**src/logic/mie_pkg.sv**
```systemverilog
`default_nettype none
package mie_pkg;

  // Datapath and program counter widths
  localparam int unsigned DATA_W  = 8;
  localparam int unsigned PC_W    = 12;

  // System clock: 125 MHz, period in ns
  localparam int unsigned CLK_PERIOD_NS = 8;

  // One instruction cycle spans this many system clocks
  localparam int unsigned CLKS_PER_CYCLE = 4;
  localparam int unsigned PHASE_W        = $clog2(CLKS_PER_CYCLE);

  // Decimal adjust constants
  localparam logic [3:0] BCD_LIMIT  = 4'h9;
  localparam logic [3:0] BCD_ADJUST = 4'h6;

  // Reset values of the status state
  localparam logic       ZERO_RST   = 1'b0;
  localparam logic       CARRY_RST  = 1'b0;
  localparam logic       TMO_RST    = 1'b0;
  localparam logic       PDN_RST    = 1'b0;
  localparam logic       GIE_RST    = 1'b0;
  localparam logic [7:0] ACC_RST    = 8'h00;
  localparam logic [7:0] BYTE_ZERO  = 8'h00;
  localparam logic [7:0] BYTE_ONE   = 8'h01;

  // Data address of the low program counter byte (plain default)
  localparam logic [7:0] PCL_ADDR_DEF = 8'h06;

  // Decoded operations handed over by the fetch/decode path
  typedef enum logic [4:0] {
    MIE_OP_IDLE,
    MIE_OP_PRECLEAR_A,
    MIE_OP_PRECLEAR_B,
    MIE_OP_INVERT_MEM,
    MIE_OP_INVERT_TO_ACC,
    MIE_OP_BCD_ADJUST,
    MIE_OP_MINUS_ONE_MEM,
    MIE_OP_MINUS_ONE_TO_ACC,
    MIE_OP_PLUS_ONE_MEM,
    MIE_OP_PLUS_ONE_TO_ACC,
    MIE_OP_SLEEP,
    MIE_OP_DIRECT_BRANCH,
    MIE_OP_COPY_IMM,
    MIE_OP_COPY_MEM_TO_ACC,
    MIE_OP_COPY_ACC_TO_MEM,
    MIE_OP_UNION_MEM,
    MIE_OP_UNION_IMM,
    MIE_OP_UNION_TO_MEM,
    MIE_OP_SUBROUTINE_EXIT,
    MIE_OP_SUBROUTINE_EXIT_VAL,
    MIE_OP_INTERRUPT_EXIT,
    MIE_OP_ROTATE_LEFT,
    MIE_OP_ROTATE_LEFT_TO_ACC
  } mie_op_t;

  // Sequencer states
  typedef enum logic [1:0] {
    MIE_ST_READY,
    MIE_ST_EXEC,
    MIE_ST_EXTRA,
    MIE_ST_SLEEP
  } mie_state_t;

endpackage
`default_nettype wire

```
**src/logic/mie_phase_div.sv**
```systemverilog
`timescale 1ns/1ps
`default_nettype none
module mie_phase_div #(
  parameter int unsigned CLKS = mie_pkg::CLKS_PER_CYCLE
) (
  input  wire logic clk,
  input  wire logic srst,
  input  wire logic run,
  output logic      cycle_end
);

  localparam int unsigned CW = (CLKS > 1) ? $clog2(CLKS) : 1;
  localparam logic [CW-1:0] LAST = CW'(CLKS - 1);

  logic [CW-1:0] phase_r;
  logic [CW-1:0] phase_nxt;

  //////////////////////////////////////////////////////////////////////////
  // Phase count; idle restarts it so each cycle begins on phase zero
  always_comb begin
    phase_nxt = phase_r;
    if (!run) begin
      phase_nxt = '0;
    end else if (phase_r == LAST) begin
      phase_nxt = '0;
    end else begin
      phase_nxt = phase_r + 1'b1;
    end
  end

  always_ff @(posedge clk) begin
    if (srst) begin
      phase_r <= '0;
    end else begin
      phase_r <= phase_nxt;
    end
  end

  // One-cycle enable at the last system clock of an instruction cycle
  assign cycle_end = run && (phase_r == LAST);

endmodule
`default_nettype wire

```
**src/logic/mie_alu.sv**
```systemverilog
`timescale 1ns/1ps
`default_nettype none
module mie_alu (
  input  wire logic            op_is_valid,
  input  wire mie_pkg::mie_op_t op,
  input  wire logic [7:0]      acc,
  input  wire logic [7:0]      mem,
  input  wire logic [7:0]      imm,
  input  wire logic            half_carry,
  input  wire logic            carry,
  output logic [7:0]           result,
  output logic                 result_zero,
  output logic                 carry_out
);

  logic [4:0] lo_sum;
  logic [4:0] hi_sum;
  logic       nib_carry;

  //////////////////////////////////////////////////////////////////////////
  // Decimal adjust; nibble carry only when adjusted without half carry
  always_comb begin
    lo_sum    = {1'b0, acc[3:0]};
    nib_carry = 1'b0;
    if ((acc[3:0] > mie_pkg::BCD_LIMIT) || half_carry) begin
      lo_sum    = {1'b0, acc[3:0]} + {1'b0, mie_pkg::BCD_ADJUST};
      nib_carry = !half_carry;
    end
    hi_sum    = {1'b0, acc[7:4]} + {4'b0000, nib_carry};
    carry_out = carry;
    if ((hi_sum > {1'b0, mie_pkg::BCD_LIMIT}) || carry) begin
      hi_sum    = hi_sum + {1'b0, mie_pkg::BCD_ADJUST};
      carry_out = 1'b1;
    end
  end

  //////////////////////////////////////////////////////////////////////////
  // Result byte per operation
  always_comb begin
    result = acc;
    unique case (op)
      mie_pkg::MIE_OP_INVERT_MEM,
      mie_pkg::MIE_OP_INVERT_TO_ACC:     result = ~mem;
      mie_pkg::MIE_OP_BCD_ADJUST:        result = {hi_sum[3:0], lo_sum[3:0]};
      mie_pkg::MIE_OP_MINUS_ONE_MEM,
      mie_pkg::MIE_OP_MINUS_ONE_TO_ACC:  result = mem - mie_pkg::BYTE_ONE;
      mie_pkg::MIE_OP_PLUS_ONE_MEM,
      mie_pkg::MIE_OP_PLUS_ONE_TO_ACC:   result = mem + mie_pkg::BYTE_ONE;
      mie_pkg::MIE_OP_COPY_IMM,
      mie_pkg::MIE_OP_SUBROUTINE_EXIT_VAL: result = imm;
      mie_pkg::MIE_OP_COPY_MEM_TO_ACC:   result = mem;
      mie_pkg::MIE_OP_COPY_ACC_TO_MEM:   result = acc;
      mie_pkg::MIE_OP_UNION_MEM,
      mie_pkg::MIE_OP_UNION_TO_MEM:      result = acc | mem;
      mie_pkg::MIE_OP_UNION_IMM:         result = acc | imm;
      mie_pkg::MIE_OP_ROTATE_LEFT,
      mie_pkg::MIE_OP_ROTATE_LEFT_TO_ACC: result = {mem[6:0], mem[7]};
      default:                           result = acc;
    endcase
    if (!op_is_valid) begin
      result = acc;
    end
  end

  assign result_zero = (result == mie_pkg::BYTE_ZERO);

endmodule
`default_nettype wire

```
**src/logic/mie_exec.sv**
```systemverilog
`timescale 1ns/1ps
`default_nettype none
// Contract
// - Both pre-clears executed clear watchdog counter, timeout and powerdown flags.
// - A single pre-clear only marks itself; watchdog and flags stay unchanged.
// - Invert memory writes ones' complement back, updates only zero.
// - Invert to accumulator loads complement, memory untouched, only zero updated.
// - BCD low nibble adds 6 when above 9 or half carry set.
// - BCD high nibble plus nibble carry adds 6, sets carry, above 9 or carry.
// - Minus-one to memory or accumulator, updates only zero.
// - Plus-one to memory or accumulator, updates only zero.
// - Sleep stops execution and clock, keeps state, advances counter.
// - Sleep clears watchdog and prescaler, sets powerdown, clears timeout.
// - Direct branch loads program counter from instruction, flags untouched.
// - Immediate copy loads 8-bit constant into accumulator, no flag changes.
// - Copies between memory and accumulator leave every flag unaffected.
// - Union ORs accumulator with byte or immediate, updates only zero.
// - Idle advances program counter by one, flags unchanged.
// - Subroutine exit reloads counter from stack top, takes two cycles.
// - Value exit reloads counter from stack, loads immediate into accumulator.
// - Interrupt exit reloads counter from stack, sets global enable.
// - Rotate left moves bit 7 into bit 0, writes back, flags unchanged.
// - Rotate left to accumulator, memory unchanged, no flag affected.
// - Instruction cycle is four clocks; low counter byte load adds one cycle.
module mie_exec #(
  parameter int unsigned     PC_W     = mie_pkg::PC_W,
  parameter logic [7:0]      PCL_ADDR = mie_pkg::PCL_ADDR_DEF
) (
  input  wire logic             clk,
  input  wire logic             srst,
  input  wire logic             instr_valid,
  output logic                  instr_ready,
  input  wire mie_pkg::mie_op_t instr_op,
  input  wire logic [7:0]       instr_addr,
  input  wire logic [7:0]       instr_imm,
  input  wire logic [PC_W-1:0]  instr_target,
  output logic                  instr_done,
  output logic [7:0]            mem_addr,
  input  wire logic [7:0]       mem_rdata,
  output logic                  mem_we,
  output logic [7:0]            mem_wdata,
  input  wire logic [PC_W-1:0]  stack_top,
  output logic                  stack_pop,
  output logic [PC_W-1:0]       pc,
  output logic [7:0]            acc,
  output logic                  zero_flag,
  output logic                  carry_flag,
  input  wire logic             half_carry_flag,
  output logic                  watchdog_timeout_flag,
  output logic                  powerdown_flag,
  output logic                  global_irq_enable,
  input  wire logic             wdt_timeout,
  input  wire logic             irq_taken,
  output logic                  wdt_clear,
  output logic                  prescaler_clear,
  output logic                  sys_clk_stop,
  input  wire logic             wake,
  output logic                  preclear_a_seen,
  output logic                  preclear_b_seen
);

  //////////////////////////////////////////////////////////////////////////
  // Decode helpers

  // Operations whose result is written back to the addressed byte
  function automatic logic op_writes_mem(input mie_pkg::mie_op_t op);
    case (op)
      mie_pkg::MIE_OP_INVERT_MEM,
      mie_pkg::MIE_OP_BCD_ADJUST,
      mie_pkg::MIE_OP_MINUS_ONE_MEM,
      mie_pkg::MIE_OP_PLUS_ONE_MEM,
      mie_pkg::MIE_OP_COPY_ACC_TO_MEM,
      mie_pkg::MIE_OP_UNION_TO_MEM,
      mie_pkg::MIE_OP_ROTATE_LEFT:  return 1'b1;
      default:                      return 1'b0;
    endcase
  endfunction

  // Operations whose result lands in the accumulator
  function automatic logic op_writes_acc(input mie_pkg::mie_op_t op);
    case (op)
      mie_pkg::MIE_OP_INVERT_TO_ACC,
      mie_pkg::MIE_OP_MINUS_ONE_TO_ACC,
      mie_pkg::MIE_OP_PLUS_ONE_TO_ACC,
      mie_pkg::MIE_OP_COPY_IMM,
      mie_pkg::MIE_OP_COPY_MEM_TO_ACC,
      mie_pkg::MIE_OP_UNION_MEM,
      mie_pkg::MIE_OP_UNION_IMM,
      mie_pkg::MIE_OP_SUBROUTINE_EXIT_VAL,
      mie_pkg::MIE_OP_ROTATE_LEFT_TO_ACC: return 1'b1;
      default:                            return 1'b0;
    endcase
  endfunction

  // Operations that update the zero flag and nothing else
  function automatic logic op_sets_zero(input mie_pkg::mie_op_t op);
    case (op)
      mie_pkg::MIE_OP_INVERT_MEM,
      mie_pkg::MIE_OP_INVERT_TO_ACC,
      mie_pkg::MIE_OP_MINUS_ONE_MEM,
      mie_pkg::MIE_OP_MINUS_ONE_TO_ACC,
      mie_pkg::MIE_OP_PLUS_ONE_MEM,
      mie_pkg::MIE_OP_PLUS_ONE_TO_ACC,
      mie_pkg::MIE_OP_UNION_MEM,
      mie_pkg::MIE_OP_UNION_IMM,
      mie_pkg::MIE_OP_UNION_TO_MEM: return 1'b1;
      default:                      return 1'b0;
    endcase
  endfunction

  // Operations that fetch their successor from the stack or branch target
  function automatic logic op_two_cycle(input mie_pkg::mie_op_t op);
    case (op)
      mie_pkg::MIE_OP_DIRECT_BRANCH,
      mie_pkg::MIE_OP_SUBROUTINE_EXIT,
      mie_pkg::MIE_OP_SUBROUTINE_EXIT_VAL,
      mie_pkg::MIE_OP_INTERRUPT_EXIT: return 1'b1;
      default:                        return 1'b0;
    endcase
  endfunction

  //////////////////////////////////////////////////////////////////////////
  // State

  mie_pkg::mie_state_t state_r;
  mie_pkg::mie_state_t state_nxt;
  mie_pkg::mie_op_t    op_r;
  mie_pkg::mie_op_t    op_nxt;
  logic [7:0]          imm_r;
  logic [7:0]          imm_nxt;
  logic [PC_W-1:0]     target_r;
  logic [PC_W-1:0]     target_nxt;
  logic [7:0]          mem_addr_r;
  logic [7:0]          mem_addr_nxt;
  logic                mem_we_r;
  logic                mem_we_nxt;
  logic [7:0]          mem_wdata_r;
  logic [7:0]          mem_wdata_nxt;
  logic                stack_pop_r;
  logic                stack_pop_nxt;
  logic [PC_W-1:0]     pc_r;
  logic [PC_W-1:0]     pc_nxt;
  logic [7:0]          acc_r;
  logic [7:0]          acc_nxt;
  logic                zero_r;
  logic                zero_nxt;
  logic                carry_r;
  logic                carry_nxt;
  logic                tmo_r;
  logic                tmo_nxt;
  logic                pdn_r;
  logic                pdn_nxt;
  logic                gie_r;
  logic                gie_nxt;
  logic                pre_a_r;
  logic                pre_a_nxt;
  logic                pre_b_r;
  logic                pre_b_nxt;
  logic                wdt_clr_r;
  logic                wdt_clr_nxt;
  logic                psc_clr_r;
  logic                psc_clr_nxt;
  logic                done_r;
  logic                done_nxt;

  logic                run;
  logic                cycle_end;
  logic [7:0]          alu_result;
  logic                alu_zero;
  logic                alu_carry;
  logic                pcl_hit;

  //////////////////////////////////////////////////////////////////////////
  // Instruction cycle timing: one enable pulse per four system clocks
  assign run = (state_r == mie_pkg::MIE_ST_EXEC) || (state_r == mie_pkg::MIE_ST_EXTRA);

  mie_phase_div #(
    .CLKS (mie_pkg::CLKS_PER_CYCLE)
  ) mie_phase_div_inst (
    .clk       (clk),
    .srst      (srst),
    .run       (run),
    .cycle_end (cycle_end)
  );

  mie_alu mie_alu_inst (
    .op_is_valid (state_r == mie_pkg::MIE_ST_EXEC),
    .op          (op_r),
    .acc         (acc_r),
    .mem         (mem_rdata),
    .imm         (imm_r),
    .half_carry  (half_carry_flag),
    .carry       (carry_r),
    .result      (alu_result),
    .result_zero (alu_zero),
    .carry_out   (alu_carry)
  );

  // A write to the low counter byte also reloads counter bits 7:0
  assign pcl_hit = op_writes_mem(op_r) && (mem_addr_r == PCL_ADDR);

  //////////////////////////////////////////////////////////////////////////
  // Sequencer and commit
  always_comb begin
    state_nxt     = state_r;
    op_nxt        = op_r;
    imm_nxt       = imm_r;
    target_nxt    = target_r;
    mem_addr_nxt  = mem_addr_r;
    mem_we_nxt    = 1'b0;
    mem_wdata_nxt = mem_wdata_r;
    stack_pop_nxt = 1'b0;
    pc_nxt        = pc_r;
    acc_nxt       = acc_r;
    zero_nxt      = zero_r;
    carry_nxt     = carry_r;
    tmo_nxt       = tmo_r;
    pdn_nxt       = pdn_r;
    gie_nxt       = gie_r;
    pre_a_nxt     = pre_a_r;
    pre_b_nxt     = pre_b_r;
    wdt_clr_nxt   = 1'b0;
    psc_clr_nxt   = 1'b0;
    done_nxt      = 1'b0;

    // Interrupt acceptance drops the global enable unless an interrupt exit commits in the same cycle
    if (irq_taken) begin
      gie_nxt = 1'b0;
    end

    unique case (state_r)
      mie_pkg::MIE_ST_READY: begin
        if (instr_valid) begin
          op_nxt       = instr_op;
          imm_nxt      = instr_imm;
          target_nxt   = instr_target;
          mem_addr_nxt = instr_addr;
          state_nxt    = mie_pkg::MIE_ST_EXEC;
        end
      end

      mie_pkg::MIE_ST_EXEC: begin
        if (cycle_end) begin
          pc_nxt = pc_r + 1'b1;
          if (op_writes_mem(op_r)) begin
            mem_we_nxt    = 1'b1;
            mem_wdata_nxt = alu_result;
          end
          if (op_writes_acc(op_r)) begin
            acc_nxt = alu_result;
          end
          if (op_sets_zero(op_r)) begin
            zero_nxt = alu_zero;
          end
          unique case (op_r)
            mie_pkg::MIE_OP_PRECLEAR_A: begin
              if (pre_b_r) begin
                pre_a_nxt   = 1'b0;
                pre_b_nxt   = 1'b0;
                wdt_clr_nxt = 1'b1;
                tmo_nxt     = 1'b0;
                pdn_nxt     = 1'b0;
              end else begin
                pre_a_nxt   = 1'b1;
              end
            end
            mie_pkg::MIE_OP_PRECLEAR_B: begin
              if (pre_a_r) begin
                pre_a_nxt   = 1'b0;
                pre_b_nxt   = 1'b0;
                wdt_clr_nxt = 1'b1;
                tmo_nxt     = 1'b0;
                pdn_nxt     = 1'b0;
              end else begin
                pre_b_nxt   = 1'b1;
              end
            end
            mie_pkg::MIE_OP_BCD_ADJUST: begin
              carry_nxt = alu_carry;
            end
            mie_pkg::MIE_OP_SLEEP: begin
              wdt_clr_nxt = 1'b1;
              psc_clr_nxt = 1'b1;
              pdn_nxt     = 1'b1;
              tmo_nxt     = 1'b0;
            end
            mie_pkg::MIE_OP_DIRECT_BRANCH: begin
              pc_nxt = target_r;
            end
            mie_pkg::MIE_OP_SUBROUTINE_EXIT,
            mie_pkg::MIE_OP_SUBROUTINE_EXIT_VAL: begin
              pc_nxt        = stack_top;
              stack_pop_nxt = 1'b1;
            end
            mie_pkg::MIE_OP_INTERRUPT_EXIT: begin
              pc_nxt        = stack_top;
              stack_pop_nxt = 1'b1;
              gie_nxt       = 1'b1;
            end
            default: begin
            end
          endcase
          if (pcl_hit) begin
            pc_nxt[7:0] = alu_result;
          end
          // Sleep holds the clock until wake; counter already advanced
          if (op_r == mie_pkg::MIE_OP_SLEEP) begin
            state_nxt = mie_pkg::MIE_ST_SLEEP;
          end else if (op_two_cycle(op_r) || pcl_hit) begin
            state_nxt = mie_pkg::MIE_ST_EXTRA;
          end else begin
            state_nxt = mie_pkg::MIE_ST_READY;
            done_nxt  = 1'b1;
          end
        end
      end

      mie_pkg::MIE_ST_EXTRA: begin
        if (cycle_end) begin
          state_nxt = mie_pkg::MIE_ST_READY;
          done_nxt  = 1'b1;
        end
      end

      mie_pkg::MIE_ST_SLEEP: begin
        if (wake) begin
          state_nxt = mie_pkg::MIE_ST_READY;
          done_nxt  = 1'b1;
        end
      end
    endcase

    // A timeout in the same cycle as a clear still lands
    if (wdt_timeout) begin
      tmo_nxt = 1'b1;
    end
  end

  //////////////////////////////////////////////////////////////////////////
  // Registers
  always_ff @(posedge clk) begin
    if (srst) begin
      state_r     <= mie_pkg::MIE_ST_READY;
      op_r        <= mie_pkg::MIE_OP_IDLE;
      imm_r       <= 8'h00;
      target_r    <= '0;
      mem_addr_r  <= 8'h00;
      mem_we_r    <= 1'b0;
      mem_wdata_r <= 8'h00;
      stack_pop_r <= 1'b0;
      pc_r        <= '0;
      acc_r       <= mie_pkg::ACC_RST;
      zero_r      <= mie_pkg::ZERO_RST;
      carry_r     <= mie_pkg::CARRY_RST;
      tmo_r       <= mie_pkg::TMO_RST;
      pdn_r       <= mie_pkg::PDN_RST;
      gie_r       <= mie_pkg::GIE_RST;
      pre_a_r     <= 1'b0;
      pre_b_r     <= 1'b0;
      wdt_clr_r   <= 1'b0;
      psc_clr_r   <= 1'b0;
      done_r      <= 1'b0;
    end else begin
      state_r     <= state_nxt;
      op_r        <= op_nxt;
      imm_r       <= imm_nxt;
      target_r    <= target_nxt;
      mem_addr_r  <= mem_addr_nxt;
      mem_we_r    <= mem_we_nxt;
      mem_wdata_r <= mem_wdata_nxt;
      stack_pop_r <= stack_pop_nxt;
      pc_r        <= pc_nxt;
      acc_r       <= acc_nxt;
      zero_r      <= zero_nxt;
      carry_r     <= carry_nxt;
      tmo_r       <= tmo_nxt;
      pdn_r       <= pdn_nxt;
      gie_r       <= gie_nxt;
      pre_a_r     <= pre_a_nxt;
      pre_b_r     <= pre_b_nxt;
      wdt_clr_r   <= wdt_clr_nxt;
      psc_clr_r   <= psc_clr_nxt;
      done_r      <= done_nxt;
    end
  end

  //////////////////////////////////////////////////////////////////////////
  // Outputs; ready is combinational so decode can issue back to back
  assign instr_ready           = (state_r == mie_pkg::MIE_ST_READY);
  assign instr_done            = done_r;
  assign mem_addr              = mem_addr_r;
  assign mem_we                = mem_we_r;
  assign mem_wdata             = mem_wdata_r;
  assign stack_pop             = stack_pop_r;
  assign pc                    = pc_r;
  assign acc                   = acc_r;
  assign zero_flag             = zero_r;
  assign carry_flag            = carry_r;
  assign watchdog_timeout_flag = tmo_r;
  assign powerdown_flag        = pdn_r;
  assign global_irq_enable     = gie_r;
  assign wdt_clear             = wdt_clr_r;
  assign prescaler_clear       = psc_clr_r;
  assign sys_clk_stop          = (state_r == mie_pkg::MIE_ST_SLEEP);
  assign preclear_a_seen       = pre_a_r;
  assign preclear_b_seen       = pre_b_r;

endmodule
`default_nettype wire

```
**config.mk**
```make
export PLATFORM = sky130hd
export DESIGN_NAME = mie_exec
export DESIGN_NICKNAME = d
export VERILOG_FILES = /design/src/logic/mie_pkg.sv /design/src/logic/mie_phase_div.sv /design/src/logic/mie_alu.sv /design/src/logic/mie_exec.sv
export SDC_FILE = /design/constraint.sdc
export NUM_CORES = 1
export LEC_CHECK = 0
export BUFFER_PORTS_ARGS = -buffer_cell sky130_fd_sc_hd__clkbuf_2
export CAP_MARGIN = 0
export CORE_MARGIN = 2
export CORE_UTILIZATION = 60
export DETAILED_ROUTE_END_ITERATION = 16
export GPL_TIMING_DRIVEN = 0
export PLACE_DENSITY = 0.86
export SLEW_MARGIN = 30
export SYNTH_ARGS = -nofsm -noshare
export SYNTH_HDL_FRONTEND = slang
export SYNTH_HIERARCHICAL = 1
export SYNTH_SLANG_ARGS = --single-unit
```
**constraint.sdc**
```tcl
create_clock -name clk -period 5.9 [get_ports clk]
set_input_delay 0.295 -clock clk [delete_from_list [all_inputs] [get_ports clk]]
set_output_delay 0.295 -clock clk [all_outputs]
set_load 0.1 [all_outputs]
```
==> flow_summary_export.csv <==
group,metric,value,unit
outcome,run_status,"complete, no violations",
cts,clock_sinks,79,
global_route,grt_usage,0.3562,
synthesis,avgSynthCellArea,7.926,sq um
timing,fin_skew,18.38,ps
setup_path,worstPathMaxFanout,10,
floorplan,row_count,34,
pwr,p_leak,2.555,nW
timing,period_share,0.7232,
synthesis,async_flop_share,0,
routing,drcViolationCount,0,
finish,fin_util,0.7156,
routing,final_antenna_net_count,0,
setup_path,crit_family,"compound AO/OA/AOI/OAI gates",
pwr,cellPowerDensity,217.5,mW/mm^2
cts,cts_tree,"yes",
global_route,gr-total-overflow,0,
pwr,worst_ir_drop_vdd,192.2,uV
job,maxCapViolCount,0,
finish,fillers,686,
setup_path,path_depth,15,
cts,clock_path_buffers,2,
synthesis,ys_ff_latch,79,
cts,post_cts_buffers,0,
timing,report.final.hold_viol_count,0,
synthesis,synth-seq-area-share,0.3010,
routing,drtPass1Iterations,6,
timing,max_freq,234.4,MHz
setup_path,arrival,4550,ps
setup_path,path_class,"register to register",
floorplan,initial_core_util,0.6115,
worst_hold_path,hp-class,"input pin to register",
synthesis,synth_mux_area_frac,0.03476,
synthesis,synth_edf_count,0,
global_route,grt_pass1_wl,27520,um
floorplan,io_pins,110,
timing,max_slew_margin,0.4928,
synthesis,synth_cell_types,83,
floorplan,fp.dieW,97.59,um
synthesis,yosysMostFrequentCell,"nand2_1",
routing,drt_iter0_drc,510,
floorplan,core-area,0.008593,sq mm
setup_path,crit_required,6180,ps
floorplan,die-area,0.009523,sq mm
synthesis,synth_compound_area_frac,0.2631,
synthesis,synth_common_cells,"nand2_1, dfxtp_1, a21oi_1",
setup_path,crit_chain,"buf_2 > buf_2 > clkbuf_1 > nor2_1 > nand3_1 > ha_1 > a211oi_1 > o21bai_1 > a2111oi_0 > or3_1 > a21oi_1 > o32a_1 > nor3_2 > nand3_1 > a21oi_1",
synthesis,synthCells,663,
synthesis,synth_xor_area_frac,0.02167,
setup_path,crit_path_max_incr_delay,550,ps
cts,worst_skew_pair.late_latency,370,ps
global_route,grt_max_degree,17,
finish,syn2layout_area_growth,17.02,%
setup_path,crit_path_top_delay_cell,"a2111oi_0",
synthesis,synthAdderAreaFrac,0.04905,
synthesis,synth_top_family_by_area,"simple AND/OR/NAND/NOR gates",
cts,cts_root_buf,"clkbuf_8",
timing,setup_violations,0,
setup_path,reg2reg_depth,15,
setup_path,reg2reg_slack,1630,ps
routing,wl_per_cell,18.99,um
place,gp_congestion,0.9616,
setup_path,path_buf_inv,3,
synthesis,ys.flop_type,"dfxtp_1",
synthesis,synth.area.top_cells,"dfxtp_1, nand2_1, a21oi_1",
cts,post_cts_resized,0,
synthesis,ys_warn_count,6,
timing,fin_setup_tns,0,ps
routing,vias,5793,
setup_path,start_kind,"register",
cts,hold_buffers,0,
cts,numCtsBuffers,9,
global_route,grt_pass1_vias,5532,
routing,vias_per_cell,6.465,
global_route,grt_antenna_before_repair,0,
synthesis,postSynthNetCount,743,
place,hpwl,13000,um
timing,worst_pin_slew,758.9,ps
place,port_buffers,109,
cts,htree_levels,3,
timing,finalMaxSlewViolations,0,
floorplan,dieHeight,97.59,um
timing,rsz0062_at_grt,"no",
routing,routed_wl,17020,um
timing,period_needed,4267,ps
finish,drive_gt1_frac,0.2157,
synthesis,yosys.area.top_type,"dfxtp_1",
synthesis,synth_area,0.005255,sq mm
synthesis,yosys.area_share.simple,0.2786,
synthesis,yosysTopAreaCellShare,0.3010,
finish,nNetsFinal,863,
worst_hold_path,hold_depth,3,
cts,clkTransAtPathRegs,110,ps
setup_path,crit_path_end_kind,"register",
finish,n_antenna_cell,0,
==> routing by layer <==
| layer | global-route usage | wire length, um |
|---|---|---|
| met5 | 0 | 0 |
| met4 | 0.1346 | 476 |
| met3 | 0.07122 | 1518 |
| met2 | 0.5846 | 8093 |
| met1 | 0.4633 | 6927 |
==> through the flow <==
stage / cells / worst slack [ps] / area, sq um / hold slack (ps) / total power [W]
floorplan: 663 / 2406 / 5255 / 369.2 / 0.0008106
global placement: 880 / 1957 / 5936 / 428.9 / 0.0008952
detailed placement: 880 / 1762 / 5942 / 441.0 / 0.0009064
CTS: 896 / 1715 / 6150 / 138.5 / 0.001328
global route: 896 / 1263 / 6150 / 141.1 / 0.001387
finish: 896 / 1633 / 6150 / 137.0 / 0.001337
==> cells by family (layout without fill, tap and decap cells) <==
kind of cell,after synthesis,count (layout)
AND/OR/NAND/NOR,271,271
AO/OA/AOI/OAI,199,199
flip-flops,79,79
buffers and inverters,63,188
adder cells (fa/ha/maj),20,20
multiplexers,18,18
XOR/XNOR,13,13
==> registers in the layout, indices dropped and copies added, names as in the netlist, named ones only <==
name,count
acc,8
mem_wdata,8
stack_pop,1
preclear_a_seen,1
preclear_b_seen,1
global_irq_enable,1
carry_flag,1
pc,12
powerdown_flag,1
imm_r,8
instr_done,1
target_r,12
mie_phase_div_inst/phase_r,2
state_r,2
op_r,5
prescaler_clear,1
wdt_clear,1
watchdog_timeout_flag,1
zero_flag,1
mem_addr,8
mem_we,1
==> placed cells by master, fill, tap and decap left out, types with 7 or more instances in the layout <==
cell and count:
nor3_1 7, clkbuf_2 109, nor2_1 44, clkbuf_1 32, nand3b_1 7, ha_1 19
o21ai_0 26, and3_1 8, inv_1 18, and2_1 12, a221o_1 8, nor3b_1 10
nand2_1 88, clkbuf_8 9, a21oi_1 63, or2_2 8, a22oi_1 14, mux2i_1 16
a211oi_1 11, nand3_1 27, xor2_1 8, nor2b_1 8, dfxtp_1 79
==> worst reg2reg max path, delay by kind of cell, from the launching register on <==
kind / cells / cell delay (ps)
fa+ha+maj: 1 / 310
buf+inv: 3 / 800
compound gates: 6 / 1770
flops: 1 / 370
simple gates: 5 / 970
==> path summary, 6_finish.rpt <==
kind	from	endpoint
worst max register to register	op_r[2]	zero_flag
worst min-delay path	instr_target[4]	target_r[4]
worst min register to register	mie_phase_div_inst/phase_r[0]	mie_phase_div_inst/phase_r[0]
worst max-delay path	op_r[2]	zero_flag
==> power breakdown <==
part           leakage (nW)  internal [W]  switching, W  total, W
Sequential            0.643      0.000556     0.0000205  0.000577
Clock                 0.103      0.000204      0.000230  0.000434
Combinational          1.81      0.000108      0.000219  0.000327
==> layout make-up <==
type / count / area, sq um / share of cell area
well taps: 108 / 135.1 / 0.02197
repair buffers: 109 / 545.5 / 0.08871
inverters: 18 / 67.56 / 0.01099
multi-input cells: 521 / 3407 / 0.5540
plain buffers: 45 / 205.2 / 0.03337
flip-flops and latches: 79 / 1582 / 0.2572
clock inverters: 7 / 83.83 / 0.01363
clock buffers: 9 / 123.9 / 0.02014
Note: power is estimated with default switching activity, not from simulation.
